<file path="src/blom_pkg.sv">
// Shared constants, codeword table and helpers for the maintenance link codeword block
// What this block does
// RL1: All-ones alarm drives every line bit one
// RL2: Alarm and loopback codes ride overhead only
// RL3: Link uses overhead bit of alternate frames
// RL4: Codewords and performance data, same both directions
// RL5: Active codeword overwrites performance data
// RL6: Sixteen bits: eight ones, 0xxxxxx0, MSB first
// RL7: Performance data sent when no codeword active
// RL8: Unknown received codewords cause no action
// RL9: Send only listed codes, only when true
// RL10: Priority code held at least one second
// RL11: Suspend at most 100 ms, one second apart
// RL12: Alarm 00000000, retention 01010100 second byte
// RL13: Command codewords repeated at least ten times
// RL14: Act after five matches in ten intervals
// RL15: Line loopback on, off, universal release codes
// RL16: Optional payload loopback on and off codes
// RL17: Customer-reserved codes ignored by network equipment
// RL18: Terminator acts on customer-side loopback code
// RL19: Loopback stays until its release is detected
package blom_pkg;
    // Clock and line timing
    localparam int CLK_HZ      = 40_000_000;
    localparam int LINE_KBPS   = 1544;
    localparam int BIT_CYC     = CLK_HZ / (LINE_KBPS * 1000);
    localparam int ONE_SEC_MS  = 1000;
    localparam int SUSP_MS     = 100;
    localparam int SEC_CYC     = CLK_HZ / 1000 * ONE_SEC_MS;
    localparam int SUSP_CYC_D  = CLK_HZ / 1000 * SUSP_MS;

    // Widths
    localparam int DIV_W  = 5;
    localparam int BIT_W  = 8;
    localparam int FRM_W  = 5;
    localparam int CNT_W  = 26;
    localparam int CODE_W = 4;
    localparam int CW_W   = 16;
    localparam int DET_WIN = 10;

    // Frame geometry: 193 bits per frame, 24 frames per multiframe
    localparam logic [DIV_W-1:0] DIV_LAST   = DIV_W'(BIT_CYC - 1);
    localparam logic [BIT_W-1:0] BIT_LAST   = 8'hc0;
    localparam logic [BIT_W-1:0] FRAME_BITS = 8'hc1;
    localparam logic [FRM_W-1:0] FRM_LAST   = 5'h17;
    localparam logic [3:0]       CW_LAST    = 4'hf;
    localparam logic [3:0]       REP_INIT   = 4'ha;
    localparam logic [3:0]       DET_MIN    = 4'h5;
    localparam logic [7:0]       CW_LEAD    = 8'hff;
    localparam logic [2:0]       FLAG_LAST  = 3'h7;

    // Codeword indices
    localparam int NCODE = 13;
    localparam logic [CODE_W-1:0] C_FEA  = 4'h0;
    localparam logic [CODE_W-1:0] C_RET  = 4'h1;
    localparam logic [CODE_W-1:0] C_LLA  = 4'h2;
    localparam logic [CODE_W-1:0] C_LLD  = 4'h3;
    localparam logic [CODE_W-1:0] C_PLA  = 4'h4;
    localparam logic [CODE_W-1:0] C_PLD  = 4'h5;
    localparam logic [CODE_W-1:0] C_UNI  = 4'h6;
    localparam logic [CODE_W-1:0] C_RS0  = 4'h7;
    localparam logic [CODE_W-1:0] C_RS4  = 4'hb;
    localparam logic [CODE_W-1:0] C_LBC  = 4'hc;
    localparam logic [CODE_W-1:0] C_NONE = 4'hf;

    // Per-end masks: codes an end may send, codes it acts on
    localparam logic [NCODE-1:0] TERM_TX_MASK  = 13'h1f83;
    localparam logic [NCODE-1:0] TERM_ACT_MASK = 13'h007d;
    localparam logic [NCODE-1:0] NET_TX_MASK   = 13'h007d;
    localparam logic [NCODE-1:0] NET_ACT_MASK  = 13'h1003;

    // Transmit word kinds
    typedef enum logic [1:0] {
        BLOM_W_IDLE = 2'b00,
        BLOM_W_PRIO = 2'b01,
        BLOM_W_CMD  = 2'b10
    } blom_word_t;

    // Second byte of each listed codeword
    function automatic logic [7:0] cw_byte(input logic [CODE_W-1:0] k);
        case (k)
            C_FEA:   cw_byte = 8'h00;
            C_RET:   cw_byte = 8'h54;
            C_LLA:   cw_byte = 8'h70;
            C_LLD:   cw_byte = 8'h1c;
            C_PLA:   cw_byte = 8'h28;
            C_PLD:   cw_byte = 8'h4c;
            C_UNI:   cw_byte = 8'h24;
            4'h7:    cw_byte = 8'h40;
            4'h8:    cw_byte = 8'h60;
            4'h9:    cw_byte = 8'h50;
            4'ha:    cw_byte = 8'h6c;
            4'hb:    cw_byte = 8'h74;
            C_LBC:   cw_byte = 8'h04;
            default: cw_byte = 8'hff;
        endcase
    endfunction : cw_byte

    // Map a received second byte to its index, C_NONE if unlisted
    function automatic logic [CODE_W-1:0] code_index(input logic [7:0] b);
        code_index = C_NONE;
        for (int k = 0; k < NCODE; k++) begin
            if (cw_byte(CODE_W'(k)) == b) code_index = CODE_W'(k);
        end
    endfunction : code_index
endpackage : blom_pkg

</file>
<file path="src/blom_link_if.sv">
// Primary-rate line between user terminal and network side, one serial stream per direction
`timescale 1ns/1ps
interface blom_link_if;
    logic dn_data;    // Network to terminal line bit
    logic dn_strobe;  // Bit valid, one cycle
    logic dn_fstart;  // First bit of multiframe
    logic up_data;    // Terminal to network line bit
    logic up_strobe;
    logic up_fstart;

    modport term (input dn_data, dn_strobe, dn_fstart, output up_data, up_strobe, up_fstart);
    modport net  (output dn_data, dn_strobe, dn_fstart, input up_data, up_strobe, up_fstart);
endinterface : blom_link_if

</file>
<file path="src/blom_terminal.sv">
// Codeword engine shared by both ends, and the user terminal end
`timescale 1ns/1ps
module blom_engine import blom_pkg::*; #(
    parameter logic [NCODE-1:0] TX_MASK     = TERM_TX_MASK,
    parameter logic [NCODE-1:0] ACT_MASK    = TERM_ACT_MASK,
    parameter logic [CNT_W-1:0] ONE_SEC_CYC = CNT_W'(SEC_CYC),
    parameter logic [CNT_W-1:0] SUSP_CYC    = CNT_W'(SUSP_CYC_D)
) (
    input  wire logic              mclk_i,
    input  wire logic              srst_i,
    input  wire logic              ce_i,
    output logic                   tx_data_o,
    output logic                   tx_strobe_o,
    output logic                   tx_fstart_o,
    input  wire logic              rx_data_i,
    input  wire logic              rx_strobe_i,
    input  wire logic              rx_fstart_i,
    input  wire logic              all_ones_i,
    input  wire logic              payload_i,
    input  wire logic              ovh_bit_i,
    output logic                   payload_take_o,
    input  wire logic              perf_bit_i,
    input  wire logic              perf_valid_i,
    output logic                   perf_ready_o,
    input  wire logic [1:0]        prio_req_i,
    input  wire logic              susp_req_i,
    output logic                   susp_on_o,
    input  wire logic              cmd_req_i,
    input  wire logic [CODE_W-1:0] cmd_code_i,
    output logic                   cmd_busy_o,
    output logic [NCODE-1:0]       rx_det_o,
    output logic [NCODE-1:0]       rx_hit_o,
    output logic                   rx_all_ones_o
);
    function automatic logic [3:0] ones10(input logic [DET_WIN-1:0] v);
        ones10 = 4'h0;
        for (int i = 0; i < DET_WIN; i++) ones10 = ones10 + {3'h0, v[i]};
    endfunction : ones10

    // Transmit framing state
    logic [DIV_W-1:0]  div;
    logic [BIT_W-1:0]  tbit;
    logic [FRM_W-1:0]  tfrm;
    blom_word_t        word;
    logic [CW_W-1:0]   cw_sr;
    logic [3:0]        cw_pos;
    logic [3:0]        rep;
    logic [CODE_W-1:0] cmd_code;
    logic [2:0]        flag_ph;
    logic              prio_on;
    logic [CODE_W-1:0] prio_code;
    logic [CNT_W-1:0]  hold;
    logic              susp_on;
    logic [CNT_W-1:0]  susp_cnt;
    logic [CNT_W-1:0]  gap_cnt;

    // Decode of the transmit slot
    wire               tick     = ce_i && (div == DIV_LAST);
    wire               tx_mslot = (tbit == '0) && !tfrm[0];                      // see RL3
    wire [1:0]         req      = prio_req_i & {TX_MASK[C_RET], TX_MASK[C_FEA]}; // see RL9
    wire [CODE_W-1:0]  req_code = req[0] ? C_FEA : C_RET;                        // see RL12
    wire               prio_send = prio_on && !susp_on;
    wire               flag_bit = (flag_ph != 3'h0) && (flag_ph != FLAG_LAST);
    wire               at_bound = (word == BLOM_W_IDLE) || (cw_pos == CW_LAST);
    wire               m_bit    = (word != BLOM_W_IDLE) ? cw_sr[CW_W-1] :       // see RL5, RL6
                                  (perf_valid_i ? perf_bit_i : flag_bit);        // see RL7
    wire               f_bit    = tx_mslot ? m_bit : ovh_bit_i;                  // see RL2
    wire               next_bit = all_ones_i ? 1'b1 : ((tbit == '0) ? f_bit : payload_i); // see RL1
    wire               m_take   = tick && tx_mslot;

    assign perf_ready_o   = m_take && (word == BLOM_W_IDLE) && !all_ones_i;
    assign payload_take_o = tick && (tbit != '0);
    assign cmd_busy_o     = (rep != 4'h0);
    assign susp_on_o      = susp_on;

    // Bit clock divider and line bit register
    always_ff @(posedge mclk_i) begin
        if (srst_i) begin
            div         <= '0;
            tbit        <= '0;
            tfrm        <= '0;
            tx_data_o   <= 1'b0;
            tx_strobe_o <= 1'b0;
            tx_fstart_o <= 1'b0;
        end else if (ce_i) begin
            div         <= tick ? '0 : div + DIV_W'(1);
            tx_strobe_o <= tick;
            tx_fstart_o <= tick && (tbit == '0) && (tfrm == '0);
            if (tick) begin
                tx_data_o <= next_bit;
                tbit      <= (tbit == BIT_LAST) ? '0 : tbit + BIT_W'(1);
                if (tbit == BIT_LAST) tfrm <= (tfrm == FRM_LAST) ? '0 : tfrm + FRM_W'(1);
            end
        end
    end

    // Codeword sequencer: priority first, then queued command repeats
    always_ff @(posedge mclk_i) begin
        if (srst_i) begin
            word     <= BLOM_W_IDLE;
            cw_sr    <= '0;
            cw_pos   <= '0;
            rep      <= '0;
            cmd_code <= '0;
            flag_ph  <= '0;
        end else if (ce_i) begin
            if (cmd_req_i && (rep == 4'h0) && (cmd_code_i < CODE_W'(NCODE)) && TX_MASK[cmd_code_i]) begin
                rep      <= REP_INIT;                                  // see RL9, RL13
                cmd_code <= cmd_code_i;
            end
            if (m_take) begin
                if (word == BLOM_W_IDLE && !perf_valid_i) flag_ph <= flag_ph + 3'h1;
                if (at_bound) begin
                    cw_pos <= '0;
                    if (prio_send) begin
                        word  <= BLOM_W_PRIO;                          // see RL10
                        cw_sr <= {CW_LEAD, cw_byte(prio_code)};
                    end else if (rep != 4'h0) begin
                        word  <= BLOM_W_CMD;
                        cw_sr <= {CW_LEAD, cw_byte(cmd_code)};
                        rep   <= rep - 4'h1;                           // see RL13
                    end else begin
                        word  <= BLOM_W_IDLE;
                    end
                end else begin
                    cw_pos <= cw_pos + 4'h1;
                    cw_sr  <= {cw_sr[CW_W-2:0], 1'b0};                 // see RL6
                end
            end
        end
    end

    // Priority hold of at least one second, and limited suspension
    always_ff @(posedge mclk_i) begin
        if (srst_i) begin
            prio_on   <= 1'b0;
            prio_code <= C_FEA;
            hold      <= '0;
            susp_on   <= 1'b0;
            susp_cnt  <= '0;
            gap_cnt   <= '0;
        end else if (ce_i) begin
            if ((req != 2'b00) && (!prio_on || prio_code != req_code)) begin
                prio_on   <= 1'b1;
                prio_code <= req_code;
                hold      <= ONE_SEC_CYC;                              // see RL10
            end else begin
                if (hold != '0) hold <= hold - CNT_W'(1);
                if ((req == 2'b00) && (hold == '0)) prio_on <= 1'b0;   // see RL9, RL10
            end
            if (gap_cnt != '0) gap_cnt <= gap_cnt - CNT_W'(1);
            if (!susp_on && prio_on && susp_req_i && (gap_cnt == '0)) begin
                susp_on  <= 1'b1;                                      // see RL11
                susp_cnt <= SUSP_CYC;
                gap_cnt  <= ONE_SEC_CYC;
            end else if (susp_on) begin
                if ((susp_cnt == '0) || !susp_req_i) susp_on <= 1'b0;  // see RL11
                else susp_cnt <= susp_cnt - CNT_W'(1);
            end
        end
    end

    // Receive framing and codeword interval tracking
    logic [BIT_W-1:0] rbit;
    logic [FRM_W-1:0] rfrm;
    logic [CW_W-1:0]  rx_sr;
    logic [3:0]       rx_pos;
    logic             locked;
    logic [BIT_W-1:0] ones_run;

    wire              rx_mslot = rx_strobe_i && (rx_fstart_i || ((rbit == '0) && !rfrm[0])); // see RL3
    wire [CW_W-1:0]   rx_word  = {rx_sr[CW_W-2:0], rx_data_i};
    wire              cw_ok    = (rx_word[15:8] == CW_LEAD) && !rx_word[7] && !rx_word[0];   // see RL6
    wire              rx_end   = rx_mslot && (locked ? (rx_pos == CW_LAST) : cw_ok);
    wire [CODE_W-1:0] rx_code  = cw_ok ? code_index(rx_word[7:0]) : C_NONE;                // see RL8

    assign rx_all_ones_o = (ones_run == FRAME_BITS);

    always_ff @(posedge mclk_i) begin
        if (srst_i) begin
            rbit     <= '0;
            rfrm     <= '0;
            rx_sr    <= '0;
            rx_pos   <= '0;
            locked   <= 1'b0;
            ones_run <= '0;
        end else if (ce_i && rx_strobe_i) begin
            rbit <= rx_fstart_i ? BIT_W'(1) : ((rbit == BIT_LAST) ? '0 : rbit + BIT_W'(1));
            if (rx_fstart_i) rfrm <= '0;
            else if (rbit == BIT_LAST) rfrm <= (rfrm == FRM_LAST) ? '0 : rfrm + FRM_W'(1);
            ones_run <= !rx_data_i ? '0 : (rx_all_ones_o ? ones_run : ones_run + BIT_W'(1));
            if (rx_mslot) begin
                rx_sr  <= rx_word;
                rx_pos <= rx_end ? 4'h0 : rx_pos + 4'h1;
                if (rx_end) locked <= cw_ok;
            end
        end
    end

    // Five-of-ten match window per codeword that this end acts on
    logic [DET_WIN-1:0] hist [NCODE];
    logic [NCODE-1:0]   det_q;

    for (genvar k = 0; k < NCODE; k++) begin : g_det
        if (ACT_MASK[k]) begin : g_on
            always_ff @(posedge mclk_i) begin
                if (srst_i) begin
                    hist[k]  <= '0;
                    det_q[k] <= 1'b0;
                end else if (ce_i) begin
                    if (rx_end) hist[k] <= {hist[k][DET_WIN-2:0], rx_code == CODE_W'(k)}; // see RL14
                    det_q[k] <= rx_det_o[k];
                end
            end
            assign rx_det_o[k] = (ones10(hist[k]) >= DET_MIN);          // see RL14
        end else begin : g_off
            assign hist[k]     = '0;                                    // see RL8, RL17
            assign det_q[k]    = 1'b0;
            assign rx_det_o[k] = 1'b0;
        end
        assign rx_hit_o[k] = ce_i && rx_det_o[k] && !det_q[k];
    end
endmodule : blom_engine

module blom_terminal import blom_pkg::*; #(
    parameter logic [CNT_W-1:0] ONE_SEC_CYC   = CNT_W'(SEC_CYC),
    parameter logic [CNT_W-1:0] SUSP_CYC      = CNT_W'(SUSP_CYC_D),
    parameter bit               PAYLOAD_LB_EN = 1'b1
) (
    input  wire logic              mclk_i,
    input  wire logic              srst_i,
    input  wire logic              ce_i,
    blom_link_if.term              lk,
    input  wire logic              all_ones_alarm_i,
    input  wire logic              payload_i,
    input  wire logic              ovh_bit_i,
    output logic                   payload_take_o,
    input  wire logic              perf_bit_i,
    input  wire logic              perf_valid_i,
    output logic                   perf_ready_o,
    input  wire logic              far_end_alarm_i,
    input  wire logic              lb_retain_en_i,
    input  wire logic              susp_req_i,
    output logic                   susp_on_o,
    input  wire logic              cmd_req_i,
    input  wire logic [CODE_W-1:0] cmd_code_i,
    output logic                   cmd_busy_o,
    output logic                   line_lb_o,
    output logic                   payload_lb_o,
    output logic                   rx_far_end_alarm_o,
    output logic                   rx_all_ones_o
);
    logic [NCODE-1:0] det;
    logic [NCODE-1:0] hit;

    // Retention is only true while a loopback is actually held
    wire [1:0] prio_req = {lb_retain_en_i && (line_lb_o || payload_lb_o), far_end_alarm_i}; // see RL9

    blom_engine #(
        .TX_MASK     (TERM_TX_MASK),
        .ACT_MASK    (TERM_ACT_MASK),
        .ONE_SEC_CYC (ONE_SEC_CYC),
        .SUSP_CYC    (SUSP_CYC)
    ) blom_engine_inst (  // Same engine both ways, see RL4
        .mclk_i         (mclk_i),
        .srst_i         (srst_i),
        .ce_i           (ce_i),
        .tx_data_o      (lk.up_data),
        .tx_strobe_o    (lk.up_strobe),
        .tx_fstart_o    (lk.up_fstart),
        .rx_data_i      (lk.dn_data),
        .rx_strobe_i    (lk.dn_strobe),
        .rx_fstart_i    (lk.dn_fstart),
        .all_ones_i     (all_ones_alarm_i),
        .payload_i      (payload_i),
        .ovh_bit_i      (ovh_bit_i),
        .payload_take_o (payload_take_o),
        .perf_bit_i     (perf_bit_i),
        .perf_valid_i   (perf_valid_i),
        .perf_ready_o   (perf_ready_o),
        .prio_req_i     (prio_req),
        .susp_req_i     (susp_req_i),
        .susp_on_o      (susp_on_o),
        .cmd_req_i      (cmd_req_i),
        .cmd_code_i     (cmd_code_i),
        .cmd_busy_o     (cmd_busy_o),
        .rx_det_o       (det),
        .rx_hit_o       (hit),
        .rx_all_ones_o  (rx_all_ones_o)
    );

    assign rx_far_end_alarm_o = det[C_FEA];

    // Loopback state, held until its own or the universal release
    always_ff @(posedge mclk_i) begin
        if (srst_i) begin
            line_lb_o    <= 1'b0;
            payload_lb_o <= 1'b0;
        end else if (ce_i) begin
            if (hit[C_LLA]) line_lb_o <= 1'b1;                                    // see RL15
            else if (hit[C_LLD] || hit[C_UNI]) line_lb_o <= 1'b0;                 // see RL19
            if (hit[C_PLA] && PAYLOAD_LB_EN) payload_lb_o <= 1'b1;                // see RL16
            else if (hit[C_PLD] || hit[C_UNI]) payload_lb_o <= 1'b0;              // see RL19
        end
    end
endmodule : blom_terminal

</file>
<file path="src/flat_wrapper.sv">
// flat-port wrapper written by rule: the top's interface ports become plain ports
module blom_terminal_flat import blom_pkg::*;
#(
    parameter logic [CNT_W-1:0] ONE_SEC_CYC   = CNT_W'(SEC_CYC),
    parameter logic [CNT_W-1:0] SUSP_CYC      = CNT_W'(SUSP_CYC_D),
    parameter bit               PAYLOAD_LB_EN = 1'b1
)
  (mclk_i, srst_i, ce_i, all_ones_alarm_i, payload_i, ovh_bit_i, payload_take_o, perf_bit_i, perf_valid_i, perf_ready_o, far_end_alarm_i, lb_retain_en_i, susp_req_i, susp_on_o, cmd_req_i, cmd_code_i, cmd_busy_o, line_lb_o, payload_lb_o, rx_far_end_alarm_o, rx_all_ones_o, lk_dn_data, lk_dn_strobe, lk_dn_fstart, lk_up_data, lk_up_strobe, lk_up_fstart);
  blom_link_if lk_i ();
  input  wire logic mclk_i;
  input  wire logic srst_i;
  input  wire logic ce_i;
  input  wire logic all_ones_alarm_i;
  input  wire logic payload_i;
  input  wire logic ovh_bit_i;
  output logic payload_take_o;
  input  wire logic perf_bit_i;
  input  wire logic perf_valid_i;
  output logic perf_ready_o;
  input  wire logic far_end_alarm_i;
  input  wire logic lb_retain_en_i;
  input  wire logic susp_req_i;
  output logic susp_on_o;
  input  wire logic cmd_req_i;
  input  wire logic [CODE_W-1:0] cmd_code_i;
  output logic cmd_busy_o;
  output logic line_lb_o;
  output logic payload_lb_o;
  output logic rx_far_end_alarm_o;
  output logic rx_all_ones_o;
  input wire logic [$bits(lk_i.dn_data)-1:0] lk_dn_data;
  input wire logic [$bits(lk_i.dn_strobe)-1:0] lk_dn_strobe;
  input wire logic [$bits(lk_i.dn_fstart)-1:0] lk_dn_fstart;
  output wire logic [$bits(lk_i.up_data)-1:0] lk_up_data;
  output wire logic [$bits(lk_i.up_strobe)-1:0] lk_up_strobe;
  output wire logic [$bits(lk_i.up_fstart)-1:0] lk_up_fstart;
  assign lk_i.dn_data = lk_dn_data;
  assign lk_i.dn_strobe = lk_dn_strobe;
  assign lk_i.dn_fstart = lk_dn_fstart;
  assign lk_up_data = lk_i.up_data;
  assign lk_up_strobe = lk_i.up_strobe;
  assign lk_up_fstart = lk_i.up_fstart;
  blom_terminal #(.ONE_SEC_CYC(ONE_SEC_CYC), .SUSP_CYC(SUSP_CYC), .PAYLOAD_LB_EN(PAYLOAD_LB_EN)) u_core (.mclk_i(mclk_i), .srst_i(srst_i), .ce_i(ce_i), .lk(lk_i), .all_ones_alarm_i(all_ones_alarm_i), .payload_i(payload_i), .ovh_bit_i(ovh_bit_i), .payload_take_o(payload_take_o), .perf_bit_i(perf_bit_i), .perf_valid_i(perf_valid_i), .perf_ready_o(perf_ready_o), .far_end_alarm_i(far_end_alarm_i), .lb_retain_en_i(lb_retain_en_i), .susp_req_i(susp_req_i), .susp_on_o(susp_on_o), .cmd_req_i(cmd_req_i), .cmd_code_i(cmd_code_i), .cmd_busy_o(cmd_busy_o), .line_lb_o(line_lb_o), .payload_lb_o(payload_lb_o), .rx_far_end_alarm_o(rx_far_end_alarm_o), .rx_all_ones_o(rx_all_ones_o));
endmodule
</file>
<file path="config.mk">
export PLATFORM = sky130hd
export DESIGN_NAME = blom_terminal_flat
export DESIGN_NICKNAME = d
export VERILOG_FILES = /design/src/blom_pkg.sv /design/src/blom_link_if.sv /design/src/blom_terminal.sv /design/src/flat_wrapper.sv
export SDC_FILE = /design/constraint.sdc
export NUM_CORES = 1
export LEC_CHECK = 0
export BUFFER_PORTS_ARGS = -buffer_cell sky130_fd_sc_hd__buf_4
export CAP_MARGIN = 25
export CELL_PAD_IN_SITES_DETAIL_PLACEMENT = 2
export CELL_PAD_IN_SITES_GLOBAL_PLACEMENT = 2
export CORE_MARGIN = 1
export CORE_UTILIZATION = 39
export CTS_CLUSTER_SIZE = 10
export DETAILED_ROUTE_END_ITERATION = 8
export GPL_TIMING_DRIVEN = 0
export PLACE_DENSITY = 0.79
export SLEW_MARGIN = 30
export SYNTH_ARGS = -nofsm -noshare
export SYNTH_HDL_FRONTEND = slang
export SYNTH_SLANG_ARGS = --single-unit
</file>
<file path="constraint.sdc">
create_clock -name mclk_i -period 4.05 [get_ports mclk_i]
set_clock_uncertainty 0.15 [all_clocks]
set_input_delay 0.6075 -clock mclk_i [delete_from_list [all_inputs] [get_ports mclk_i]]
set_output_delay 0.6075 -clock mclk_i [all_outputs]
set_load 0.02 [all_outputs]
</file>
==> results of run 1 <==
## per-layer routing
layer | up-vias | GRT usage | wire length, um
met1 | 5580 | 0.306 | 17300
met4 | 0 | 0.0600 | 768
met3 | 65 | 0.0297 | 1050
met5 | - | 0 | 0
met2 | 111 | 0.427 | 19000
li1 | 5321 | - | -
## power groups by stage
stage	combinational [uW]	clock (uW)	sequential, uW
finish	1550	2850	2830
global route	1730	3020	2860
CTS	1550	2920	2830
detailed placement	1510	0	2880
global placement	1450	0	2860
floorplan	1140	0	2830
## what timing repair did
action                                  in CTS  in global routing
setup buffers                                1                  0
pin swaps                                    2                  1
resized for setup                           10                  8
endpoints found under the setup margin       1                  3
## synthesized netlist by cell type (all sizes together), types with 8 or more instances
| cell | instances | area (um^2) |
|---|---|---|
| a211oi | 11 | 82.6 |
| a21oi | 148 | 741 |
| a311oi | 10 | 87.6 |
| and3 | 11 | 68.8 |
| clkbuf | 64 | 240 |
| dfxtp | 250 | 5000 |
| fa | 36 | 721 |
| ha | 36 | 450 |
| inv | 116 | 435 |
| mux2i | 13 | 130 |
| nand2 | 196 | 736 |
| nand2b | 20 | 125 |
| nand3 | 42 | 210 |
| nand4 | 20 | 125 |
| nand4b | 8 | 70.1 |
| nor2 | 158 | 593 |
| nor2b | 13 | 81.3 |
| nor3 | 44 | 220 |
| nor4 | 32 | 213 |
| o21ai | 41 | 205 |
| o22ai | 13 | 81.3 |
| o31ai | 8 | 70.1 |
| or3 | 24 | 150 |
| or4 | 18 | 146 |
| xnor2 | 50 | 438 |
| xor2 | 33 | 289 |
## cell families after synthesis
group / Yosys count
AOI/OAI and AO/OA: 279
xor gates and xnor gates: 83
adders and majority gates: 72
buffers and inverters: 187
DFF: 250
muxes: 18
and+or+nand+nor: 627
## cell type report
class                      instances  area (um^2)
clock buffer                      49         1020
buffer                            70          265
sequential                       250         5010
tap                              402          503
clock inverter                     5         25.0
inverter                         117          439
multi-input combinational       1079         6900
fill                            3530        17300
timing repair buffer              28          214
## per-stage QoR
stage          total power, uW  std cells  hold WS [ns]  cell area (um^2)
2_1_floorplan             3970       1516         0.286             12600
3_3_place_gp              4320       1945         0.293             13300
3_5_place_dp              4380       1945         0.310             13300
4_1_cts                   7310       2000         0.240             14400
5_1_grt                   7610       2000         0.252             14400
6_report                  7230       2000         0.247             14400
## critical path: cells and delay by family (launching register included)
family                   cells  cell delay (ns)
flip-flops                   1             0.34
buffers and inverters        3             0.22
AO/OA/AOI/OAI                3             0.42
adder cells (fa/ha/maj)      5             2.06
## how the worst min path moves through the flow
stage | from | endpoint | cells past startpoint
finish | lk_dn_data | u_core.blom_engine_inst.rx_sr[0]$_SDFFE_PP0P_ | 3
detailed placement | u_core.blom_engine_inst.rx_sr[14]$_SDFFE_PP0P_ | u_core.blom_engine_inst.rx_sr[14]$_SDFFE_PP0P_ | 2
global route | lk_dn_data | u_core.blom_engine_inst.rx_sr[0]$_SDFFE_PP0P_ | 3
floorplan | u_core.blom_engine_inst.rx_sr[14]$_SDFFE_PP0P_ | u_core.blom_engine_inst.rx_sr[14]$_SDFFE_PP0P_ | 2
CTS | lk_dn_data | u_core.blom_engine_inst.rx_sr[0]$_SDFFE_PP0P_ | 3
global placement | u_core.blom_engine_inst.rx_sr[14]$_SDFFE_PP0P_ | u_core.blom_engine_inst.rx_sr[14]$_SDFFE_PP0P_ | 2
## flip-flops by register name (all words and copies together) (netlist names), 2 cells and up, named ones only
name,count
u_core.blom_engine_inst.cmd_code,4
u_core.blom_engine_inst.cw_pos,4
u_core.blom_engine_inst.cw_sr,16
u_core.blom_engine_inst.det_q,5
u_core.blom_engine_inst.div,5
u_core.blom_engine_inst.flag_ph,3
u_core.blom_engine_inst.gap_cnt,26
u_core.blom_engine_inst.hist,60
u_core.blom_engine_inst.hold,26
u_core.blom_engine_inst.ones_run,8
u_core.blom_engine_inst.rbit,8
u_core.blom_engine_inst.rep,4
u_core.blom_engine_inst.rfrm,5
u_core.blom_engine_inst.rx_pos,4
u_core.blom_engine_inst.rx_sr,15
u_core.blom_engine_inst.susp_cnt,26
u_core.blom_engine_inst.tbit,8
u_core.blom_engine_inst.tfrm,5
u_core.blom_engine_inst.word,2
==> results.yml, run 1 <==
status:
  outcome: "finished with violations"
  violations: "negative setup slack"
synth:
  synth_edf_count: 0
  synth_adder_area_share: 0.0932
  yosysWarningCount: 0
  netlist_instances: 1516
  yosys.area_share.xor_xnor: 0.0578
  synth_compound_area_frac: 0.135
  ys_types: 71
  avgSynthCellArea_um2: 8.29
  ys_seq_elements: 250
  syn_nets: 1607
  ys.flop_type: "dfxtp_1"
  async_flop_share: 0
  synth_seq_area_share: 0.398
  synth_area_um2: 12600
  synth_top_family_by_area: "simple AND/OR/NAND/NOR gates"
  synthMuxAreaShare: 0.0157
  synth_simple_gate_area_frac: 0.244
layout:
  final_nets: 1671
  areaGrowthSynthToFinish_pct: 14.4
  antenna_cells: 0
  drive_gt1_frac: 0.0707
  final_common_cell: "dfxtp_1"
  post-route-util: 0.454
  layout_common_cells: "dfxtp_1 (244), nand2_1 (196), nor2_1 (158)"
critical_path:
  cpPeakStageDelay_ns: 0.56
  rrSetupSlack_ns: 0.15
  crit_top_cell: "fa_1"
  r2r_end: "u_core.line_lb_o$_SDFFE_PP0P_"
  arrival_ns: 3.56
  r2r_cells: 12
  worstPathCellList: "inv_2 > fa_1 > fa_1 > fa_1 > inv_2 > ha_4 > fa_1 > o22ai_1 > a21oi_1 > a21o_1 > buf_6"
  crit_path_end_kind: "primary output"
  path_class: "flip-flop to primary output"
  critPathLaunch: "u_core.blom_engine_inst.hist[120]$_SDFFE_PP0P_"
  timing.rr.start: "u_core.blom_engine_inst.hist[100]$_SDFFE_PP0P_"
  path_max_fanout: 3
  crit_end: "rx_far_end_alarm_o"
  critPathSlowestCell: "fa_1"
  cp-start-kind: "flip-flop"
  cp.required_ns: 3.29
placement:
  dpl_worst_slack_ns: -0.00219
  portBuffers: 27
  hpwl_um: 26400
  gp_congestion: 0.773
routing:
  ant_nets: 0
  viasPerCell: 5.54
  first_pass_iters: 4
  drt-initial-drc-count: 364
  routed_wl_um: 38100
  drc: 0
  routedWlPerCell_um: 19.0
  vias: 11100
timing:
  setup_viol: 1
  slew_headroom: 0.383
  tightest_slew_ns: 0.926
  finalCritPeriodShare: 1.06
  max_clock_freq_mhz: 232
  rsz0062_at_grt: "true"
  fin_tns_setup_ns: -0.263
  fin_ws_ns: -0.263
  period_minus_slack_ns: 4.31
  drv_slew: 0
  hold_viol: 0
cts:
  clockRootBuffer: "clkbuf_16"
  clock_latency_ns: 0.51
  cts_max_level: 2
  cts_tree: "built"
  cts_buffers: 34
  clkSinkCount: 250
  clk_path_buf_depth: 3
  clkSlewWorstSetupHoldPaths_ns: 0.06
  hold_buffers: 0
power:
  p_sw_frac: 0.316
  p_int_uw: 4950
  clkPwrFrac: 0.394
  power_density_nw_per_um2: 503
  pwr-share-comb: 0.215
  p_seq_frac: 0.392
  irDropWorstVdd_mv: 0.334
  switching_power_uw: 2280
  p_leak_uw: 0.00529
run:
  drv_cap: 0
floorplan:
  dieHeight_um: 182
  core_um2: 31600
  fp-row-count: 65
  start_util: 0.397
  die_w_um: 182
  io_pins: 30
  die-area_um2: 32900
grt:
  grt_first_pass_wirelength_um: 64500
  grt_remaining_overflow: 0
  antenna_found_initial: 0
  grt_util_all_layers: 0.240
  grt_max_degree: 11
  grt_pass1_vias: 12300
min_path:
  hold_class: "primary input to flip-flop"
(Power assumes the default switching activity.)
==> inputs of run 2 (changes only) <==
--- a/config.mk
+++ b/config.mk
@@ -18,4 +18,5 @@
 export SLEW_MARGIN = 30
 export SYNTH_ARGS = -nofsm -noshare
 export SYNTH_HDL_FRONTEND = slang
+export SYNTH_HIERARCHICAL = 1
 export SYNTH_SLANG_ARGS = --single-unit
==> run 2 against run 1 <==
  * The run still ends with negative setup slack left
  * Design area is 0.82% lower
  * Core utilization is 0.37 points lower
  * Clock power is 10% lower
  * Count of clock-buffer cells in the layout is 2 lower
  * Die area hardly changed
  * Maximum frequency is 3.4% lower
  * First-iteration DRC count is 3.8% higher
==> results.yml, run 2 <==
min_path:
  min_from: "srst_i"
  whs_path_depth: 2
  hold_class: "primary input to flip-flop"
  holdPathEnd: "u_core/line_lb_o$_SDFFE_PP0P_"
critical_path:
  cp.required_ns: 3.29
  path_buf_inv: 4
  arrival_ns: 3.71
  path_max_fanout: 2
  worstPathCellList: "fa_1 > inv_1 > fa_1 > fa_1 > inv_2 > ha_4 > fa_1 > nor2_2 > o21ai_1 > a21oi_1 > inv_1 > buf_6"
  crit_path_end_kind: "primary output"
  path_class: "flip-flop to primary output"
  rrSetupSlack_ns: 0.15
  cpPeakStageDelay_ns: 0.55
  crit_family: "adder cells"
  cp.depth: 12
  timing.rr.start: "u_core/blom_engine_inst/hist[90]$_SDFFE_PP0P_"
  r2r_cells: 13
  cp-start-kind: "flip-flop"
  critPathSlowestCell: "fa_1"
  crit_top_cell: "fa_1"
  r2r_end: "u_core/line_lb_o$_SDFFE_PP0P_"
layout:
  top_register: "u_core/blom_engine_inst/hist"
  areaGrowthSynthToFinish_pct: 13.5
  fillers: 3549
  final_nets: 1673
  drive_gt1_frac: 0.0725
  largest_register_ffs: 60
  layout_common_cells: "dfxtp_1 (246), nand2_1 (191), a21oi_1 (163)"
  antenna_cells: 0
  final_common_cell: "dfxtp_1"
placement:
  gp_congestion: 0.786
  hpwl_um: 26900
  portBuffers: 28
synth:
  netlist_instances: 1519
  avgSynthCellArea_um2: 8.27
  yosysWarningCount: 6
  syn_nets: 1610
  synth_area_um2: 12600
timing:
  setup_viol: 1
  max_clock_freq_mhz: 224
  rsz0062_at_grt: "true"
  tightest_slew_ns: 1.03
  hold_slack_ns: 0.0903
  fin_ws_ns: -0.413
  slew_headroom: 0.310
  drv_slew: 0
  period_minus_slack_ns: 4.46
  hold_viol: 0
  finalCritPeriodShare: 1.10
status:
  violations: "negative setup slack"
  outcome: "finished with violations"
cts:
  clock_latency_ns: 0.56
  clkSlewWorstSetupHoldPaths_ns: 0.05
  clkSinkCount: 250
  cts_buffers: 31
  cts_max_level: 1
  cts_tree: "built"
  clockRootBuffer: "clkbuf_16"
  clk_path_buf_depth: 3
grt:
  grt_max_degree: 15
  antenna_found_initial: 0
  grt_pass1_vias: 12300
  grt_remaining_overflow: 0
  grt_util_all_layers: 0.233
  grt_first_pass_wirelength_um: 62800
power:
  irDropWorstVdd_mv: 0.294
  p_leak_uw: 0.00530
  total_power_uw: 7080
  power_density_nw_per_um2: 497
floorplan:
  fp-row-count: 65
  dieHeight_um: 181
  io_pins: 30
  die-area_um2: 32900
  die_w_um: 181
  start_util: 0.397
  core_um2: 31600
routing:
  routed_wl_um: 37900
  first_pass_iters: 4
  vias: 11100
  viasPerCell: 5.56
  routedWlPerCell_um: 18.9
  drt-initial-drc-count: 378
  drc: 0
  ant_nets: 0
run:
  drv_cap: 0
run 2: worst max path at each step:
| stage | slack (ns) | endpoint | start |
|---|---|---|---|
| 2_1_floorplan | 0.36 | rx_far_end_alarm_o | u_core/blom_engine_inst/hist[120]$_SDFFE_PP0P_ |
| 3_3_place_gp | 0.08 | u_core/line_lb_o$_SDFFE_PP0P_ | u_core/blom_engine_inst/hist[90]$_SDFFE_PP0P_ |
| 3_5_place_dp | -0.02 | u_core/blom_engine_inst/hist[89]$_SDFFE_PP0P_ | ce_i |
| 4_1_cts | -0.44 | rx_far_end_alarm_o | u_core/blom_engine_inst/hist[125]$_SDFFE_PP0P_ |
| 5_1_grt | -0.58 | rx_far_end_alarm_o | u_core/blom_engine_inst/hist[125]$_SDFFE_PP0P_ |
| 6_report | -0.41 | rx_far_end_alarm_o | u_core/blom_engine_inst/hist[125]$_SDFFE_PP0P_ |
run 2: layout make-up:
| cell class | instances | area (um^2) | share of cell area |
|---|---|---|---|
| timing repair buffer | 30 | 229 | 0.0161 |
| inverter | 106 | 398 | 0.0279 |
| tap | 402 | 503 | 0.0353 |
| clock buffer | 47 | 876 | 0.0614 |
| sequential | 250 | 5010 | 0.351 |
| buffer | 71 | 277 | 0.0194 |
| clock inverter | 3 | 40.0 | 0.00281 |
| multi-input combinational | 1092 | 6930 | 0.486 |
run 2: per-stage QoR:
stage	util	area [um^2]	setup slack, ns	setup TNS (ns)	instances
global placement	0.420	13300	0.0812	0	1949
detailed placement	0.420	13300	-0.0173	-0.0430	1949
finish	0.451	14300	-0.413	-0.413	2001
CTS	0.450	14200	-0.442	-0.442	2001
floorplan	-	12600	0.358	0	1519
global route	0.451	14300	-0.578	-0.578	2001
run 2: layer usage:
| layer | share of wire | track usage | wire, um | vias up |
|---|---|---|---|---|
| met1 | 0.46 | 0.296 | 17400 | 5622 |
| met3 | 0.020 | 0.0253 | 757 | 48 |
| li1 | - | - | - | 5351 |
| met4 | 0.019 | 0.0539 | 734 | 0 |
| met5 | 0 | 0 | 0 | - |
| met2 | 0.50 | 0.419 | 19000 | 95 |
run 2: repair_timing:
item | in CTS | in global routing
endpoints found under the setup margin | 4 | 4
hold buffers | 0 | 0
pin swaps | 4 | 2
setup buffers | 2 | 0
resized for setup | 8 | 9
run 2: power breakdown:
group          switching [uW]  internal [uW]  total [uW]
registers                 196           2640        2840
clock network            1030           1520        2560
logic                    1020            671        1690
total                    2240           4840        7080
